`config.mk`:
```
export PLATFORM = sky130hd
export DESIGN_NAME = output_voltage_fault_supervisor
export DESIGN_NICKNAME = d
export VERILOG_FILES = /design/src/hw/vsup_pkg.sv /design/src/hw/output_voltage_fault_supervisor.sv /design/src/hw/retry_timer.sv
export SDC_FILE = /design/constraint.sdc
export NUM_CORES = 1
export LEC_CHECK = 0
export BUFFER_PORTS_ARGS = -buffer_cell sky130_fd_sc_hd__buf_2
export CAP_MARGIN = 25
export CELL_PAD_IN_SITES_DETAIL_PLACEMENT = 1
export CELL_PAD_IN_SITES_GLOBAL_PLACEMENT = 2
export CORE_UTILIZATION = 38
export DETAILED_ROUTE_END_ITERATION = 7
export PLACE_DENSITY_LB_ADDON = 0.1
export RECOVER_POWER = 100
export SYNTH_ARGS = -nofsm -noshare
export SYNTH_HDL_FRONTEND = slang
export SYNTH_SLANG_ARGS = --single-unit
```
`constraint.sdc`:
```
create_clock -name mclk -period 2.45 [get_ports mclk]
set_input_delay 0.245 -clock mclk [delete_from_list [all_inputs] [get_ports mclk]]
set_output_delay 0.245 -clock mclk [all_outputs]
set_load 0.005 [all_outputs]
```
`src/hw/vsup_pkg.sv`:
```
`default_nettype none
package vsup_pkg;
  localparam int             THR_W            = 16;
  localparam logic [7:0]     CMD_FAULT_CLEAR  = 8'h03;
  localparam logic [7:0]     CMD_VOUT_MODE    = 8'h20;
  localparam logic [7:0]     CMD_OV_THR       = 8'h40;
  localparam logic [7:0]     CMD_OV_RESP      = 8'h41;
  localparam logic [7:0]     CMD_UV_THR       = 8'h44;
  localparam logic [7:0]     CMD_STATUS_VOUT  = 8'h7A;
  localparam int             RESP_MODE_LSB    = 6;
  localparam int             RETRY_LSB        = 3;
  localparam int             DELAY_LSB        = 0;
  localparam logic [1:0]     MODE_OFF_RETRY   = 2'h2;
  localparam logic [1:0]     MODE_OFF_WHILE   = 2'h3;
  localparam logic [2:0]     RETRY_NONE       = 3'h0;
  localparam logic [2:0]     RETRY_FOREVER    = 3'h7;
  localparam logic [15:0]    OV_THR_RST       = 16'hFFFF;
  localparam logic [15:0]    UV_THR_RST       = 16'h0000;
  localparam logic [7:0]     OV_RESP_RST      = 8'h80;
  localparam logic [7:0]     VOUT_MODE_RST    = 8'h00;
  localparam logic [6:0]     BUS_ADDR_RST     = 7'h10;
  localparam int             STAT_OV_BIT      = 7;
  localparam int             STAT_UV_BIT      = 4;
  localparam int             CLK_HZ           = 50_000_000;
  localparam int             RETRY_UNIT_MS    = 35;
  localparam int             RETRY_UNIT_CYC   = CLK_HZ / 1000 * RETRY_UNIT_MS;

  typedef enum logic [2:0] {
    ST_OFF   = 3'b000,
    ST_RUN   = 3'b001,
    ST_WAIT  = 3'b010,
    ST_LATCH = 3'b011,
    ST_HOLD  = 3'b100
  } sup_state_t;

  typedef enum logic [2:0] {
    BS_IDLE = 3'b000,
    BS_ADDR = 3'b001,
    BS_CMD  = 3'b010,
    BS_WR   = 3'b011,
    BS_RD   = 3'b100,
    BS_SKIP = 3'b101
  } bus_state_t;

  function automatic logic [2:0] retry_field(input logic [7:0] resp);
    return resp[RETRY_LSB +: 3];
  endfunction : retry_field

  function automatic logic is_word_cmd(input logic [7:0] cmd);
    return (cmd == CMD_OV_THR) || (cmd == CMD_UV_THR);
  endfunction : is_word_cmd
endpackage : vsup_pkg
`default_nettype wire

```
`src/hw/output_voltage_fault_supervisor.sv`:
```
`timescale 1ns/1ps
`default_nettype none
module output_voltage_fault_supervisor #(
  parameter logic [6:0] BUS_ADDR  = vsup_pkg::BUS_ADDR_RST,
  parameter logic [7:0] VOUT_MODE = vsup_pkg::VOUT_MODE_RST,
  parameter int         UNIT_CYC  = vsup_pkg::RETRY_UNIT_CYC
) (
  // Clock and reset
  input  wire logic                       mclk,
  input  wire logic                       rst,
  // Management bus pins
  input  wire logic                       smb_clk_i,
  input  wire logic                       smb_data_i,
  output logic                            smb_data_o,
  output logic                            smb_data_oe,
  // Measurement and control
  input  wire logic [vsup_pkg::THR_W-1:0] vout_meas,
  input  wire logic                       vout_meas_valid,
  input  wire logic                       output_cmd_on,
  input  wire logic                       other_fault,
  input  wire logic                       clear_faults,
  // Outputs
  output logic                            output_enable,
  output logic                            alert_line_n,
  output logic                            power_good_out
);
  import vsup_pkg::*;

  logic [15:0] ov_thr_q, uv_thr_q;
  logic [7:0]  ov_resp_q;
  logic        ov_flag_q, uv_flag_q, pg_q;
  logic [2:0]  retry_q, delay_q;
  sup_state_t  st_q, st_d;
  logic        timer_done, clear_evt, bus_clear;

  // Bus pin synchronisers; only the second and third stages feed logic.
  logic [2:0] scl_q, sda_q;
  always_ff @(posedge mclk) begin
    if (rst) begin
      scl_q <= 3'h7;
      sda_q <= 3'h7;
    end else begin
      scl_q <= {scl_q[1:0], smb_clk_i};
      sda_q <= {sda_q[1:0], smb_data_i};
    end
  end
  wire scl_rise = scl_q[1] && !scl_q[2];
  wire scl_fall = !scl_q[1] && scl_q[2];
  wire bus_start = scl_q[1] && scl_q[2] && sda_q[2] && !sda_q[1];
  wire bus_stop  = scl_q[1] && scl_q[2] && !sda_q[2] && sda_q[1];

  bus_state_t  bs_q;
  logic [3:0]  bit_q;
  logic        ack_ph_q, idx_q, oe_q;
  logic [7:0]  sh_q, tx_q, cmd_q, wlo_q;

  wire       cmd_known = (sh_q == CMD_OV_THR) || (sh_q == CMD_OV_RESP) || (sh_q == CMD_UV_THR) ||
                         (sh_q == CMD_VOUT_MODE) || (sh_q == CMD_STATUS_VOUT) || (sh_q == CMD_FAULT_CLEAR);
  wire       cmd_wr_ok = (cmd_q == CMD_OV_RESP) ? !idx_q : is_word_cmd(cmd_q);
  wire       wr_commit = (cmd_q == CMD_OV_RESP) || idx_q;
  wire [7:0] status_b  = 8'(({7'h0, ov_flag_q} << STAT_OV_BIT) | ({7'h0, uv_flag_q} << STAT_UV_BIT));
  wire [7:0] rd_word_lo = (cmd_q == CMD_OV_THR) ? ov_thr_q[7:0] : uv_thr_q[7:0];
  wire [7:0] rd_word_hi = (cmd_q == CMD_OV_THR) ? ov_thr_q[15:8] : uv_thr_q[15:8];
  // Word registers go out low byte first; byte registers repeat on extra reads.
  wire [7:0] rd_byte = is_word_cmd(cmd_q)        ? (idx_q ? rd_word_hi : rd_word_lo) :
                       (cmd_q == CMD_OV_RESP)    ? ov_resp_q :
                       (cmd_q == CMD_VOUT_MODE)  ? VOUT_MODE :
                       (cmd_q == CMD_STATUS_VOUT) ? status_b : 8'hFF;
  wire       byte_end = scl_fall && (bit_q == 4'h8) && !ack_ph_q;
  wire       ack_end  = scl_fall && ack_ph_q;

  assign smb_data_o  = 1'b0;
  assign smb_data_oe = oe_q;
  assign bus_clear   = byte_end && (bs_q == BS_CMD) && (sh_q == CMD_FAULT_CLEAR);

  always_ff @(posedge mclk) begin
    if (rst) begin
      bs_q     <= BS_IDLE;
      bit_q    <= 4'h0;
      ack_ph_q <= 1'b0;
      idx_q    <= 1'b0;
      oe_q     <= 1'b0;
      sh_q     <= 8'h00;
      tx_q     <= 8'h00;
      cmd_q    <= 8'h00;
      wlo_q    <= 8'h00;
      ov_thr_q <= OV_THR_RST;
      uv_thr_q <= UV_THR_RST;
      ov_resp_q <= OV_RESP_RST;
    end else if (bus_start) begin
      bs_q     <= BS_ADDR;
      bit_q    <= 4'h0;
      ack_ph_q <= 1'b0;
      idx_q    <= 1'b0;
      oe_q     <= 1'b0;
    end else if (bus_stop) begin
      bs_q <= BS_IDLE;
      oe_q <= 1'b0;
    end else if (scl_rise && bit_q != 4'h8) begin
      sh_q  <= {sh_q[6:0], sda_q[1]};
      bit_q <= bit_q + 4'h1;
    end else if (scl_rise && bs_q == BS_RD && ack_ph_q && sda_q[1]) begin
      bs_q <= BS_SKIP;
    end else if (byte_end) begin
      ack_ph_q <= 1'b1;
      oe_q     <= 1'b0;
      unique case (bs_q)
        BS_ADDR: begin
          oe_q <= (sh_q[7:1] == BUS_ADDR);
          bs_q <= (sh_q[7:1] != BUS_ADDR) ? BS_SKIP : (sh_q[0] ? BS_RD : BS_CMD);
        end
        BS_CMD: begin
          cmd_q <= sh_q;
          oe_q  <= cmd_known;
          bs_q  <= cmd_known ? BS_WR : BS_SKIP;
        end
        BS_WR: begin
          oe_q  <= cmd_wr_ok;
          idx_q <= 1'b1;
          wlo_q <= sh_q;
          if (cmd_wr_ok && wr_commit) begin
            if (cmd_q == CMD_OV_THR) ov_thr_q <= {sh_q, wlo_q};
            if (cmd_q == CMD_UV_THR) uv_thr_q <= {sh_q, wlo_q};
            if (cmd_q == CMD_OV_RESP) ov_resp_q <= sh_q;
          end
        end
        default: ;
      endcase
    end else if (ack_end) begin
      ack_ph_q <= 1'b0;
      bit_q    <= 4'h0;
      oe_q     <= (bs_q == BS_RD) && !rd_byte[7];
      tx_q     <= {rd_byte[6:0], 1'b0};
      if (bs_q == BS_RD) idx_q <= 1'b1;
    end else if (scl_fall && bs_q == BS_RD && bit_q != 4'h8) begin
      oe_q <= !tx_q[7];
      tx_q <= {tx_q[6:0], 1'b0};
    end
  end

  // Thresholds and measurement share one number format, so raw mantissas compare directly.
  wire over_v  = vout_meas > ov_thr_q;
  wire under_v = vout_meas < uv_thr_q;
  wire ov_evt  = vout_meas_valid && over_v && (st_q == ST_RUN);
  wire [1:0] resp_mode = ov_resp_q[RESP_MODE_LSB +: 2];
  assign clear_evt = clear_faults || bus_clear;

  // A fault arriving with a clear keeps its flag: the set has priority.
  always_ff @(posedge mclk) begin
    if (rst) begin
      ov_flag_q <= 1'b0;
      uv_flag_q <= 1'b0;
      pg_q      <= 1'b0;
    end else begin
      ov_flag_q <= ov_evt || (ov_flag_q && !clear_evt);
      uv_flag_q <= (vout_meas_valid && under_v && output_enable) || (uv_flag_q && !clear_evt);
      if (vout_meas_valid) pg_q <= !under_v && output_enable;
      if (!output_enable) pg_q <= 1'b0;
    end
  end

  always_comb begin
    st_d = st_q;
    unique case (st_q)
      ST_OFF:   if (output_cmd_on) st_d = ST_RUN;
      ST_RUN: begin
        if (ov_evt && resp_mode == MODE_OFF_RETRY)
          st_d = (retry_q == RETRY_NONE) ? ST_LATCH : ST_WAIT;
        else if (ov_evt && resp_mode == MODE_OFF_WHILE)
          st_d = ST_HOLD;
      end
      ST_WAIT:  if (timer_done) st_d = ST_RUN;
      ST_LATCH: if (clear_evt) st_d = ST_RUN;
      ST_HOLD:  if (vout_meas_valid && !over_v) st_d = ST_RUN;
      default:  st_d = ST_OFF;
    endcase
    if (!output_cmd_on) st_d = ST_OFF;
    else if (other_fault) st_d = ST_LATCH;
  end

  always_ff @(posedge mclk) begin
    if (rst) begin
      st_q    <= ST_OFF;
      retry_q <= retry_field(OV_RESP_RST);
      delay_q <= 3'h0;
    end else begin
      st_q <= st_d;
      if (st_q != ST_WAIT) delay_q <= ov_resp_q[DELAY_LSB +: 3];
      if (clear_evt) retry_q <= retry_field(ov_resp_q);
      else if (timer_done && retry_q != RETRY_FOREVER) retry_q <= retry_q - 3'h1;
    end
  end

  retry_timer #(
    .UNIT_CYC (UNIT_CYC)
  ) u_retry_timer (
    .mclk  (mclk),
    .rst   (rst),
    .run   (st_q == ST_WAIT),
    .steps (delay_q),
    .done  (timer_done)
  );

  assign output_enable  = (st_q == ST_RUN);
  assign alert_line_n   = !(ov_flag_q || uv_flag_q);
  assign power_good_out = pg_q;

  logic [31:0] wait_cnt_q;
  always_ff @(posedge mclk) begin
    if (rst || st_q != ST_WAIT) wait_cnt_q <= 32'h0;
    else wait_cnt_q <= wait_cnt_q + 32'h1;
  end

  AST_OV_OFF: assert property (@(posedge mclk) disable iff (rst)
    ov_evt && resp_mode == MODE_OFF_RETRY && output_cmd_on && !other_fault |=> !output_enable)
    else $error("output stayed on after overvoltage fault");
  AST_ALERT: assert property (@(posedge mclk) disable iff (rst)
    ov_evt |=> !alert_line_n && ov_flag_q)
    else $error("alert or status missing after fault");
  AST_FLAG_HOLD: assert property (@(posedge mclk) disable iff (rst)
    ov_flag_q && !clear_evt |=> ov_flag_q)
    else $error("fault flag dropped without clear");
  AST_NO_RETRY: assert property (@(posedge mclk) disable iff (rst)
    st_q == ST_LATCH && !clear_evt |=> !output_enable)
    else $error("latched output restarted without clear");
  AST_RETRY_DEC: assert property (@(posedge mclk) disable iff (rst)
    timer_done && !clear_evt && retry_q != RETRY_FOREVER |=> retry_q == $past(retry_q) - 3'h1)
    else $error("retry count not decremented");
  AST_FOREVER: assert property (@(posedge mclk) disable iff (rst)
    timer_done && !clear_evt && retry_q == RETRY_FOREVER && output_cmd_on && !other_fault
    |=> retry_q == RETRY_FOREVER && output_enable)
    else $error("unlimited retry stopped");
  AST_DELAY: assert property (@(posedge mclk) disable iff (rst)
    timer_done |-> wait_cnt_q == (32'(delay_q) + 32'h1) * 32'(UNIT_CYC) - 32'h1)
    else $error("retry delay length wrong");
  AST_PG: assert property (@(posedge mclk) disable iff (rst)
    vout_meas_valid && under_v |=> !power_good_out)
    else $error("power good high below threshold");
  AST_RELOAD: assert property (@(posedge mclk) disable iff (rst)
    clear_evt |=> retry_q == retry_field($past(ov_resp_q)))
    else $error("retry count not reloaded on clear");

  COV_RETRY: cover property (@(posedge mclk) disable iff (rst) st_q == ST_WAIT ##1 st_q == ST_RUN);
  COV_LATCH: cover property (@(posedge mclk) disable iff (rst) st_q == ST_LATCH ##1 st_q == ST_RUN);
  COV_PG:    cover property (@(posedge mclk) disable iff (rst) $rose(power_good_out));
  COV_WRITE: cover property (@(posedge mclk) disable iff (rst) byte_end && bs_q == BS_WR && wr_commit);
endmodule : output_voltage_fault_supervisor
`default_nettype wire

```
`src/hw/retry_timer.sv`:
```
`timescale 1ns/1ps
`default_nettype none
module retry_timer #(
  parameter int UNIT_CYC = vsup_pkg::RETRY_UNIT_CYC
) (
  // Clock and reset
  input  wire logic       mclk,
  input  wire logic       rst,
  // Delay request
  input  wire logic       run,
  input  wire logic [2:0] steps,
  output logic            done
);
  import vsup_pkg::*;

  logic [31:0] unit_q;
  logic [2:0]  step_q;
  wire         unit_end = (unit_q == 32'(UNIT_CYC - 1));

  // Done fires after (steps + 1) whole units of run staying high.
  assign done = run && unit_end && (step_q == steps);

  always_ff @(posedge mclk) begin
    if (rst || !run) begin
      unit_q <= 32'h0;
      step_q <= 3'h0;
    end else if (unit_end) begin
      unit_q <= 32'h0;
      step_q <= step_q + 3'h1;
    end else begin
      unit_q <= unit_q + 32'h1;
    end
  end
endmodule : retry_timer
`default_nettype wire

```
==> metrics.txt, run 1 <==
status completed; setup TNS 0 ns; first-pass GRT wire length around 33000 µm; Core Box Area 17900 µm²; port bufs 27; Ys Warns 0; Final Core Density 44.90%; CTS tree built; count leader, synth dfxtp_1; Synth Area in Compound Gates 14.12%; met2 wire length between 10000 and 15000 µm; Synth Area in XOR/XNOR around 5.1%; Slowest-stage cell, CP dfxtp_1; mux contribution to synthesized area 6.061%; Vias 5988; Flop pwr share a little over two fifths; fillers about 2100; Worst slew margin 50.51%; Worst Path Buf+Inv 1; crit path time final between 2 and 2.5 ns; Combinational Power Share around 3.6%; Clock Latency Late Sink 0.42 ns; fraction of the mapped netlist area in adder cells 6.854%; main combinational cell family by area after synthesis simple AND/OR/NAND/NOR gates; max-cap viol count 0; Seq cells post-synth around 130; Max Clk Rate 443.3 MHz; Routed WL 20490 µm; # diodes 0; GRT Total Usage between 20% and 30%; Seq/Total Area, Yosys between 30% and 40%; Hold Crit Class in -> reg; crit-path leading delay family simple AND/OR/NAND/NOR gates; RSZ-0062 raised after global routing false; clock share of power 52.7%; crit start category flip-flop; CTS max path bufs 2; Post-synth EDFFs 0; share of layout cells above drive strength 1 between 10% and 20%; largest net degree at the start of global routing ~80; Simple-Gate Fraction of Synth Area ~24%; initial drt markers about 220; DP HPWL 14930 µm; Mapped Cells approximately 830; initial antenna violation count 0; share of the synthesized area in the top cell type approximately two fifths; metal1 wirelength about 9100 µm; DRT Pass-1 Iters 4; Root Buffer clkbuf_16; Cell Area, Synth about 6900 µm²; CTS clock-pin slew for the worst setup and hold paths approximately 0.060 ns; Final Hold Viols 0; critical-path cell list or3b_1, nor3_2, and3_1, and4_1, buf_12, nor2_1, a211o_1; Netlist cell types 67; htree depth 4; Crit Path Max Fanout 32; Final Max Tran Viols 0; GPL Wtd Cong between 0.8 and 0.9; critical path type reg -> reg; Final setup viols 0; Psw around 1.1 mW; worst path required time between 2 and 3 ns; Ports 29; Initial Utilization approximately two fifths; via-per-instance ratio 5.390; crit end category flip-flop; Clock Sinks 134; Area contributors post-synth dfxtp_1, ha_1, nand2_1; # nets final just over 900; Area Growth Syn to Fin 15.89%; GR Overflow Total 0; Async SR Flop Fraction 0%; # rows around 50; Int Pwr 3.911 mW; Die Height 137.1 µm; Die X 137.1 µm; DRC Markers 0; worst slew pin tran between 0.7 and 0.8 ns; number of global-route vias before repair roughly 6300; Post-DRT Antenna Nets 0; Synth area leader dfxtp_1; slowest stage delay, CP ~0.44 ns; Top Layer Used met4; WL per Instance ~18 µm; Commonest cells post-synth dfxtp_1, nand2_1, nor2_1; Post-synth top flop dfxtp_1; number of CTS-inserted buffers 17; crit path DAT about 2.6 ns; leakage approximately 3.2 nW; DIE AREA about 19000 µm²; Synthesized Nets ~890; clock skew ~0.0077 ns; share of the clock period used by the worst path just over 90%; PwrDens ~630 nW/µm²; met3 routed WL roughly 570 µm; Synth Area per Inst approximately 8.3 µm²; switching power share of the total around 22%; maximum VDD drop roughly 0.00052 V
==> state kept, by name, indices dropped and copies added, names as in the netlist, 3 cells and up <==
name / cells
retry_q: 3
bs_q: 3
scl_q: 3
st_q: 3
u_retry_timer.step_q: 3
u_retry_timer.unit_q: 32
ov_resp_q: 8
tx_q: 7
cmd_q: 8
uv_thr_q: 16
sda_q: 3
bit_q: 4
delay_q: 3
sh_q: 8
ov_thr_q: 16
wlo_q: 8
==> cells in the final DEF, fill, tap and decap left out, types with 3 or more instances in the layout <==
cell type,count
and2_1,3
buf_12,3
nand4_1,16
nor2_1,94
nor3b_1,10
a211oi_1,4
dfxtp_1,134
nor3_1,10
and4_1,5
or2_2,8
inv_1,42
buf_4,18
o211ai_1,18
clkinv_2,4
a31oi_1,8
mux2i_1,33
a21oi_1,63
clkbuf_16,17
and3_1,7
a221o_1,5
xnor2_1,14
nand3b_1,5
nand2_1,122
buf_2,25
o21ai_0,22
nand3_1,17
nor4_1,8
xor2_1,26
nand2b_1,4
bufinv_16,3
mux2_2,6
ha_1,38
nor2b_1,5
a211o_1,10
clkbuf_1,8
clkbuf_2,3
or3_1,7
a21o_1,4
==> worst paths after layout <==
kind	from	end	slack [ns]	cells after the start
worst max register to register	scl_q[2]	ov_thr_q[11]	0.19	7
worst min-delay path	other_fault	st_q[2]	0.05	2
worst min register to register	sda_q[0]	sda_q[1]	0.42	1
worst max-delay path	scl_q[2]	ov_thr_q[11]	0.19	7
==> power groups by stage <==
stage | Combinational, mW | Sequential, mW | Clock [mW]
global placement | 0.172 | 2.25 | 0
finish | 0.179 | 2.20 | 2.65
global route | 0.202 | 2.20 | 2.80
CTS | 0.185 | 2.20 | 2.71
detailed placement | 0.181 | 2.25 | 0
floorplan | 0.105 | 2.24 | 0
==> layer usage <==
layer	global-route usage [%]	vias up
met5	0	-
met4	9.341	0
met3	3.667	21
met2	41.16	79
met1	27.20	2921
li1	-	2967
==> logic make-up (layout without fill, tap and decap cells) <==
kind of cell,Yosys count,in the layout
AO/OA/AOI/OAI,154,154
flip-flops,134,134
multiplexers,40,40
buffers and inverters,82,133
adder cells (fa/ha/maj),38,38
AND/OR/NAND/NOR,342,342
XOR/XNOR,40,40
other,1,1
==> area by class of cell <==
cell class                      count  area (µm²)  area share [%]
Clock inverter                     12       151.4           1.883
Sequential cell                   134        2683           33.37
Inverter                           42       157.7           1.961
Multi-Input combinational cell    615        3915           48.70
Tap cell                          229       286.5           3.564
Timing Repair Buffer               59       389.1           4.840
Clock buffer                       20       456.7           5.681
==> stage by stage <==
stage / setup slack (ns) / instance area, µm² / power, mW / hold slack (ns) / cells
2_1_floorplan: 0.4268 / 6937 / 2.350 / 0.3178 / 831
3_3_place_gp: 0.2886 / 7438 / 2.421 / 0.4021 / 1077
3_5_place_dp: 0.2253 / 7438 / 2.430 / 0.4093 / 1077
4_1_cts: 0.1952 / 8066 / 5.097 / 0.02090 / 1111
5_1_grt: 0.03819 / 8039 / 5.208 / 0.03604 / 1111
6_report: 0.1941 / 8039 / 5.032 / 0.04571 / 1111
==> what timing repair did <==
item                                    in CTS  in global routing
resized for setup                            0                  1
hold endpoints to repair                     2                  0
endpoints found under the setup margin       0                  1
buffers inserted                             0                  0
hold buffers                                 2                  0
Power figures use the tool's default switching activity.
==> inputs of run 2 (changes only) <==
Settings changed: CORE_UTILIZATION 38 to 41, SETUP_SLACK_MARGIN set to 0.4.
Clock period 2.45 ns to 2.61 ns, I/O delays scaled along.
==> run 2 against run 1 <==
Net effect: largest cell class unchanged; utilization rose by 4.3 points; die area shrank 7.2%; power down 8.1%; routed wire length grew 4.9%; via count is 2.1% higher; non-clock buffer count up 5.
==> metrics.txt, run 2 (synthesized netlist as in run 1, its figures left out) <==
worst setup margin 0.2921 ns (was 0.1941 ns); first-pass GRT wire length 33910 µm (was 32660 µm); crit path DAT 2.65 ns (was 2.56 ns); Vias 6116 (was 5988); crit start category flip-flop (unchanged); DIE AREA 17440 µm² (was 18800 µm²); Hold Crit Class in -> reg (unchanged); commonest non-fill, non-tap cell in the layout dfxtp_1 (unchanged); Final Max Tran Viols 0 (unchanged); # diodes 0 (unchanged); Clock Sinks 134 (unchanged); PwrDens 568.3 nW/µm² (was 625.9 nW/µm²); Slowest-stage cell, CP nor3_1 (was dfxtp_1); port bufs 27 (unchanged); number of global-route vias before repair 6419 (was 6259); maximum VDD drop 0.0004261 V (was 0.0005210 V); Routed WL 21490 µm (was 20490 µm); worst slew pin tran 1.386 ns (was 0.7413 ns); crit end category flip-flop (unchanged); crit-path leading delay family compound AO/OA/AOI/OAI gates (was simple AND/OR/NAND/NOR gates); number of CTS-inserted buffers 17 (unchanged); setup TNS 0 ns (unchanged); Post-Layout Inst Area 8138 µm² (was 8039 µm²); Largest register FFs 32 (unchanged); Die X 132.1 µm (was 137.1 µm); Max Clk Rate 431.4 MHz (was 443.3 MHz); share of the clock period used by the worst path 88.81% (was 92.08%); Initial Utilization 41.98% (was 38.75%); clock skew 0.01376 ns (was 0.007676 ns); largest net degree at the start of global routing 41 (was 81); max-cap viol count 0 (unchanged); Ports 29 (unchanged); Die Height 132.1 µm (was 137.1 µm); Final setup viols 0 (unchanged); DRC Markers 0 (unchanged); GRT Total Usage 25.10% (was 23.02%); R2R Setup Slk 0.29 ns (was 0.19 ns); Crit Path Max Fanout 9 (was 32); # rows 47 (was 49); GR Overflow Total 0 (unchanged); CTS tree built (unchanged); slowest stage delay, CP 0.48 ns (was 0.44 ns); DP HPWL 15420 µm (was 14930 µm); Worst slew margin 7.625% (was 50.51%); fillers 1960 (was 2130); Design Power 4.625 mW (was 5.032 mW); via-per-instance ratio 5.525 (was 5.390); Worst Path Buf+Inv 1 (unchanged); RSZ-0062 raised after global routing true (was false); cts hold-fix bufs 0 (was 2); share of layout cells above drive strength 1 14.99% (was 12.59%); critical path type reg -> reg (unchanged); pre-CTS setup slack 0.2367 ns (was 0.2253 ns); initial antenna violation count 0 (unchanged); WL per Instance 19.42 µm (was 18.44 µm); worst path required time 2.94 ns (was 2.76 ns); Final Hold Viols 0 (unchanged); initial drt markers 331 (was 216); status completed (unchanged); Root Buffer clkbuf_16 (unchanged); Core Box Area 16520 µm² (was 17900 µm²); Post-DRT Antenna Nets 0 (unchanged); DRT Pass-1 Iters 5 (was 4); # nets final 936 (was 931); htree depth 4 (unchanged); crit path time final 2.318 ns (was 2.256 ns); Clock Latency Late Sink 0.42 ns (about the same); Area Growth Syn to Fin 17.32% (was 15.89%); dpl cell area 7342 µm² (was 7438 µm²); most frequent cells in the layout dfxtp_1, nand2_1, nor2_1, a21oi_1, inv_1 (unchanged); leakage 3.232 nW (was 3.198 nW); CTS max path bufs 2 (unchanged); Top Registers u_retry_timer.unit_q: 32 flops, ov_thr_q: 16 flops, uv_thr_q: 16 flops (unchanged); CTS clock-pin slew for the worst setup and hold paths 0.06 ns (about the same); critical-path cell list nor3_1, nand4_2, buf_4, mux2i_1, o21ai_0, a221o_1, a21oi_1 (was or3b_1, nor3_2, and3_1, and4_1, buf_12, nor2_1, a211o_1); GPL Wtd Cong 0.8213 (was 0.8064); Top reg by flops u_retry_timer.unit_q (unchanged)
run 2: cell count changes in the layout (fill, tap and decap cells not counted), sizes merged, moves of 2 or more:
cell / before / now
dlygate4sd3: 2 / 0
clkinvlp: 2 / 6
clkbuf: 31 / 34
clkinv: 6 / 4
buf: 46 / 50
run 2: final timing paths:
kind / to / cells past startpoint / start
worst max-delay path: tx_q[3] / 7 / cmd_q[1]
worst min-delay path: sda_q[0] / 2 / smb_data_i
worst max register to register: tx_q[3] / 7 / cmd_q[1]
worst min register to register: scl_q[1] / 1 / scl_q[0]
run 2: cell type report:
cell class	instances	area (µm²)	share of cell area (%)
flip-flops and latches	134	2691	33.07
well taps	220	275.3	3.383
clock buffers	20	456.7	5.612
multi-input cells	615	3980	48.91
repair buffers	64	447.9	5.504
clock inverters	12	128.9	1.584
inverters	42	157.7	1.937
run 2: metrics by stage:
step                hold WS [ns]  util (%)  cells
floorplan                 0.3338         -    831
CTS                      0.01139     48.35   1096
finish                   0.02546     49.25   1107
global placement          0.4007     44.43   1060
global route             0.02708     49.25   1107
detailed placement        0.4146     44.43   1060
run 2: power breakdown:
group	internal, mW	switching [mW]	total, mW
Clock	1.45	0.939	2.39
Combinational	0.0632	0.106	0.169
Sequential	2.05	0.0116	2.07
run 2: timing repair:
| action | in CTS | in global routing |
|---|---|---|
| gates cloned | 0 | 2 |
| pin swaps | 3 | 6 |
| buffers inserted | 4 | 9 |
| setup endpoints to repair | 68 | 42 |
| resized for setup | 11 | 23 |
run 2: worst register-to-register path, cell delays in order, from the launching register on:
cell	delay, ns
dfxtp_1	0.34
nor3_1	0.48
nand4_2	0.17
buf_4	0.22
mux2i_1	0.26
o21ai_0	0.19
a221o_1	0.44
a21oi_1	0.13
run 2: layer usage:
metal,global-route usage (%),wire (µm),up-vias,part of all wire [%]
met3,4.383,835,23,3.9
li1,-,-,2974,-
met5,0,0,-,0
met4,8.979,311,0,1.4
met2,40.71,10100,91,47
met1,33.44,10250,3028,48
==> inputs of run 3 (changes only) <==
Settings changed: CAP_MARGIN 25 to 40, SETUP_SLACK_MARGIN 0.4 to unset.
==> run 3 against run 2 <==
Net effect: flip-flop and latch count unchanged; routed wire length shrank 3.4%; first-iteration DRC count fell by 21%; sequential share of layout area up 0.87 points; hold slack gained 0.00070 ns; maximum frequency shrank 2.5%; largest power group unchanged; clock-buffer cell count unchanged; combinational power shrank 4%; register-to-register slack got worse by 0.06 ns; cell area is 2.9% lower; global-route usage down 0.066 points.
==> metrics.txt, run 3 (synthesized netlist as in run 1, its figures left out) <==
status completed (unchanged); R2R Setup Slk 0.23 ns (was 0.29 ns); # rows 47 (unchanged); CTS max path bufs 2 (unchanged); Initial Utilization 41.98% (unchanged); DRT Pass-1 Iters 5 (unchanged); Worst slew margin 9.423% (was 7.625%); Final Max Tran Viols 0 (unchanged); Area Growth Syn to Fin 13.94% (was 17.32%); initial antenna violation count 0 (unchanged); dpl cell area 7342 µm² (unchanged); hold depth 2 (unchanged); commonest non-fill, non-tap cell in the layout dfxtp_1 (unchanged); # nets final 921 (was 936); crit end category flip-flop (unchanged); R2R Path Start bit_q[0] (was cmd_q[1]); share of the clock period used by the worst path 91.11% (was 88.81%); first-pass GRT wire length 33820 µm (was 33910 µm); crit path time final 2.378 ns (was 2.318 ns); GPL Wtd Cong 0.8213 (unchanged); clock skew 0.01393 ns (was 0.01376 ns); Top Registers u_retry_timer.unit_q: 32 flops, ov_thr_q: 16 flops, uv_thr_q: 16 flops (unchanged); WL per Instance 19.00 µm (was 19.42 µm); worst slew pin tran 1.359 ns (was 1.386 ns); GRT Total Usage 25.03% (was 25.10%); DIE AREA 17440 µm² (unchanged); initial drt markers 261 (was 331); setup TNS 0 ns (unchanged); Reg2Reg Depth 9 (was 7); Clock Latency Late Sink 0.42 ns (about the same); Post-Layout Inst Area 7904 µm² (was 8138 µm²); worst min-delay path endpoint sda_q[0] (unchanged); cts repair resizes 0 (was 11); number of global-route vias before repair 6406 (was 6419); Routed WL 20750 µm (was 21490 µm); CTS tree built (unchanged); Min Hold Slack 0.02616 ns (was 0.02546 ns); worst path required time 2.91 ns (was 2.94 ns); max-cap viol count 0 (unchanged); Root Buffer clkbuf_16 (unchanged); Reg-to-Reg End ov_thr_q[12] (was tx_q[3]); share of layout cells above drive strength 1 11.93% (was 14.99%); largest net degree at the start of global routing 41 (unchanged); DP HPWL 15420 µm (unchanged); Clock Sinks 134 (unchanged); CTS clock-pin slew for the worst setup and hold paths 0.06 ns (about the same); port bufs 27 (unchanged); cts hold-fix bufs 0 (unchanged); Setup Buffers After CTS 0 (was 4); Crit Path Max Fanout 32 (was 9); Max Clk Rate 420.5 MHz (was 431.4 MHz); crit path DAT 2.68 ns (was 2.65 ns); critical path type reg -> reg (unchanged); Largest register FFs 32 (unchanged); crit start category flip-flop (unchanged); number of CTS-inserted buffers 17 (unchanged); most frequent cells in the layout dfxtp_1, nand2_1, nor2_1, a21oi_1, inv_1 (unchanged); Die X 132.1 µm (unchanged); GR Overflow Total 0 (unchanged); Vias 6012 (was 6116); Final Hold Viols 0 (unchanged); Core Box Area 16520 µm² (unchanged); hold path start smb_data_i (unchanged); # diodes 0 (unchanged); Top reg by flops u_retry_timer.unit_q (unchanged); PwrDens 583.1 nW/µm² (was 568.3 nW/µm²); Post-DRT Antenna Nets 0 (unchanged); htree depth 4 (unchanged); RSZ-0062 raised after global routing false (was true); Ports 29 (unchanged); leakage 3.122 nW (was 3.232 nW); Final setup viols 0 (unchanged); via-per-instance ratio 5.505 (was 5.525); maximum VDD drop 0.0004385 V (was 0.0004261 V); Die Height 132.1 µm (unchanged); Hold Crit Class in -> reg (unchanged); DRC Markers 0 (unchanged)
[run 3: layout make-up]
cell class | count | area, µm²
fillers | 1971 | 8621
multi-input cells | 615 | 3909
flip-flops and latches | 134 | 2683
clock buffers | 20 | 456.7
repair buffers | 49 | 294.0
well taps | 220 | 275.3
inverters | 42 | 157.7
clock inverters | 12 | 128.9
[run 3: worst max-delay path by stage]
| stage | cells after the start | end | slack (ns) | from |
|---|---|---|---|---|
| 3_3_place_gp | 7 | u_retry_timer.unit_q[30] | 0.40 | u_retry_timer.unit_q[0] |
| 5_1_grt | 7 | u_retry_timer.unit_q[27] | 0.04 | u_retry_timer.unit_q[0] |
| 6_report | 9 | ov_thr_q[12] | 0.23 | bit_q[0] |
| 4_1_cts | 9 | ov_thr_q[12] | 0.22 | bit_q[0] |
| 3_5_place_dp | 9 | ov_thr_q[12] | 0.24 | bit_q[0] |
| 2_1_floorplan | 7 | retry_q[1] | 0.59 | u_retry_timer.unit_q[0] |
[run 3: stage by stage]
| step | total power [mW] | utilization (%) | setup WS (ns) | std cells |
|---|---|---|---|---|
| 2_1_floorplan | 2.206 | - | 0.5868 | 831 |
| 3_3_place_gp | 2.268 | 44.43 | 0.4004 | 1060 |
| 3_5_place_dp | 2.276 | 44.43 | 0.2367 | 1060 |
| 4_1_cts | 4.651 | 47.97 | 0.2160 | 1092 |
| 5_1_grt | 4.751 | 47.83 | 0.03633 | 1092 |
| 6_report | 4.609 | 47.83 | 0.2320 | 1092 |
[run 3: metal layers]
layer,track usage (%),routed length (µm),vias to the layer above,share of wire [%]
li1,-,-,2944,-
met1,33.37,9950,2961,48
met2,40.56,9683,86,47
met3,4.383,770,21,3.7
met4,8.979,348,0,1.7
met5,0,0,-,0
[run 3: critical path, cell delays in order (launching register included)]
cell and delay, ns:
dfxtp_1 0.35, inv_1 0.08, ha_1 0.17, nand3b_1 0.21, nor3_2 0.27, and3_1 0.35
and4_1 0.29, buf_12 0.19, nor2_1 0.06, a211o_1 0.27
[run 3: power by group]
part / internal [mW] / total, mW / switching [mW]
logic: 0.0598 / 0.162 / 0.102
clock network: 1.45 / 2.38 / 0.928
registers: 2.06 / 2.07 / 0.0118
total: 3.57 / 4.61 / 1.04
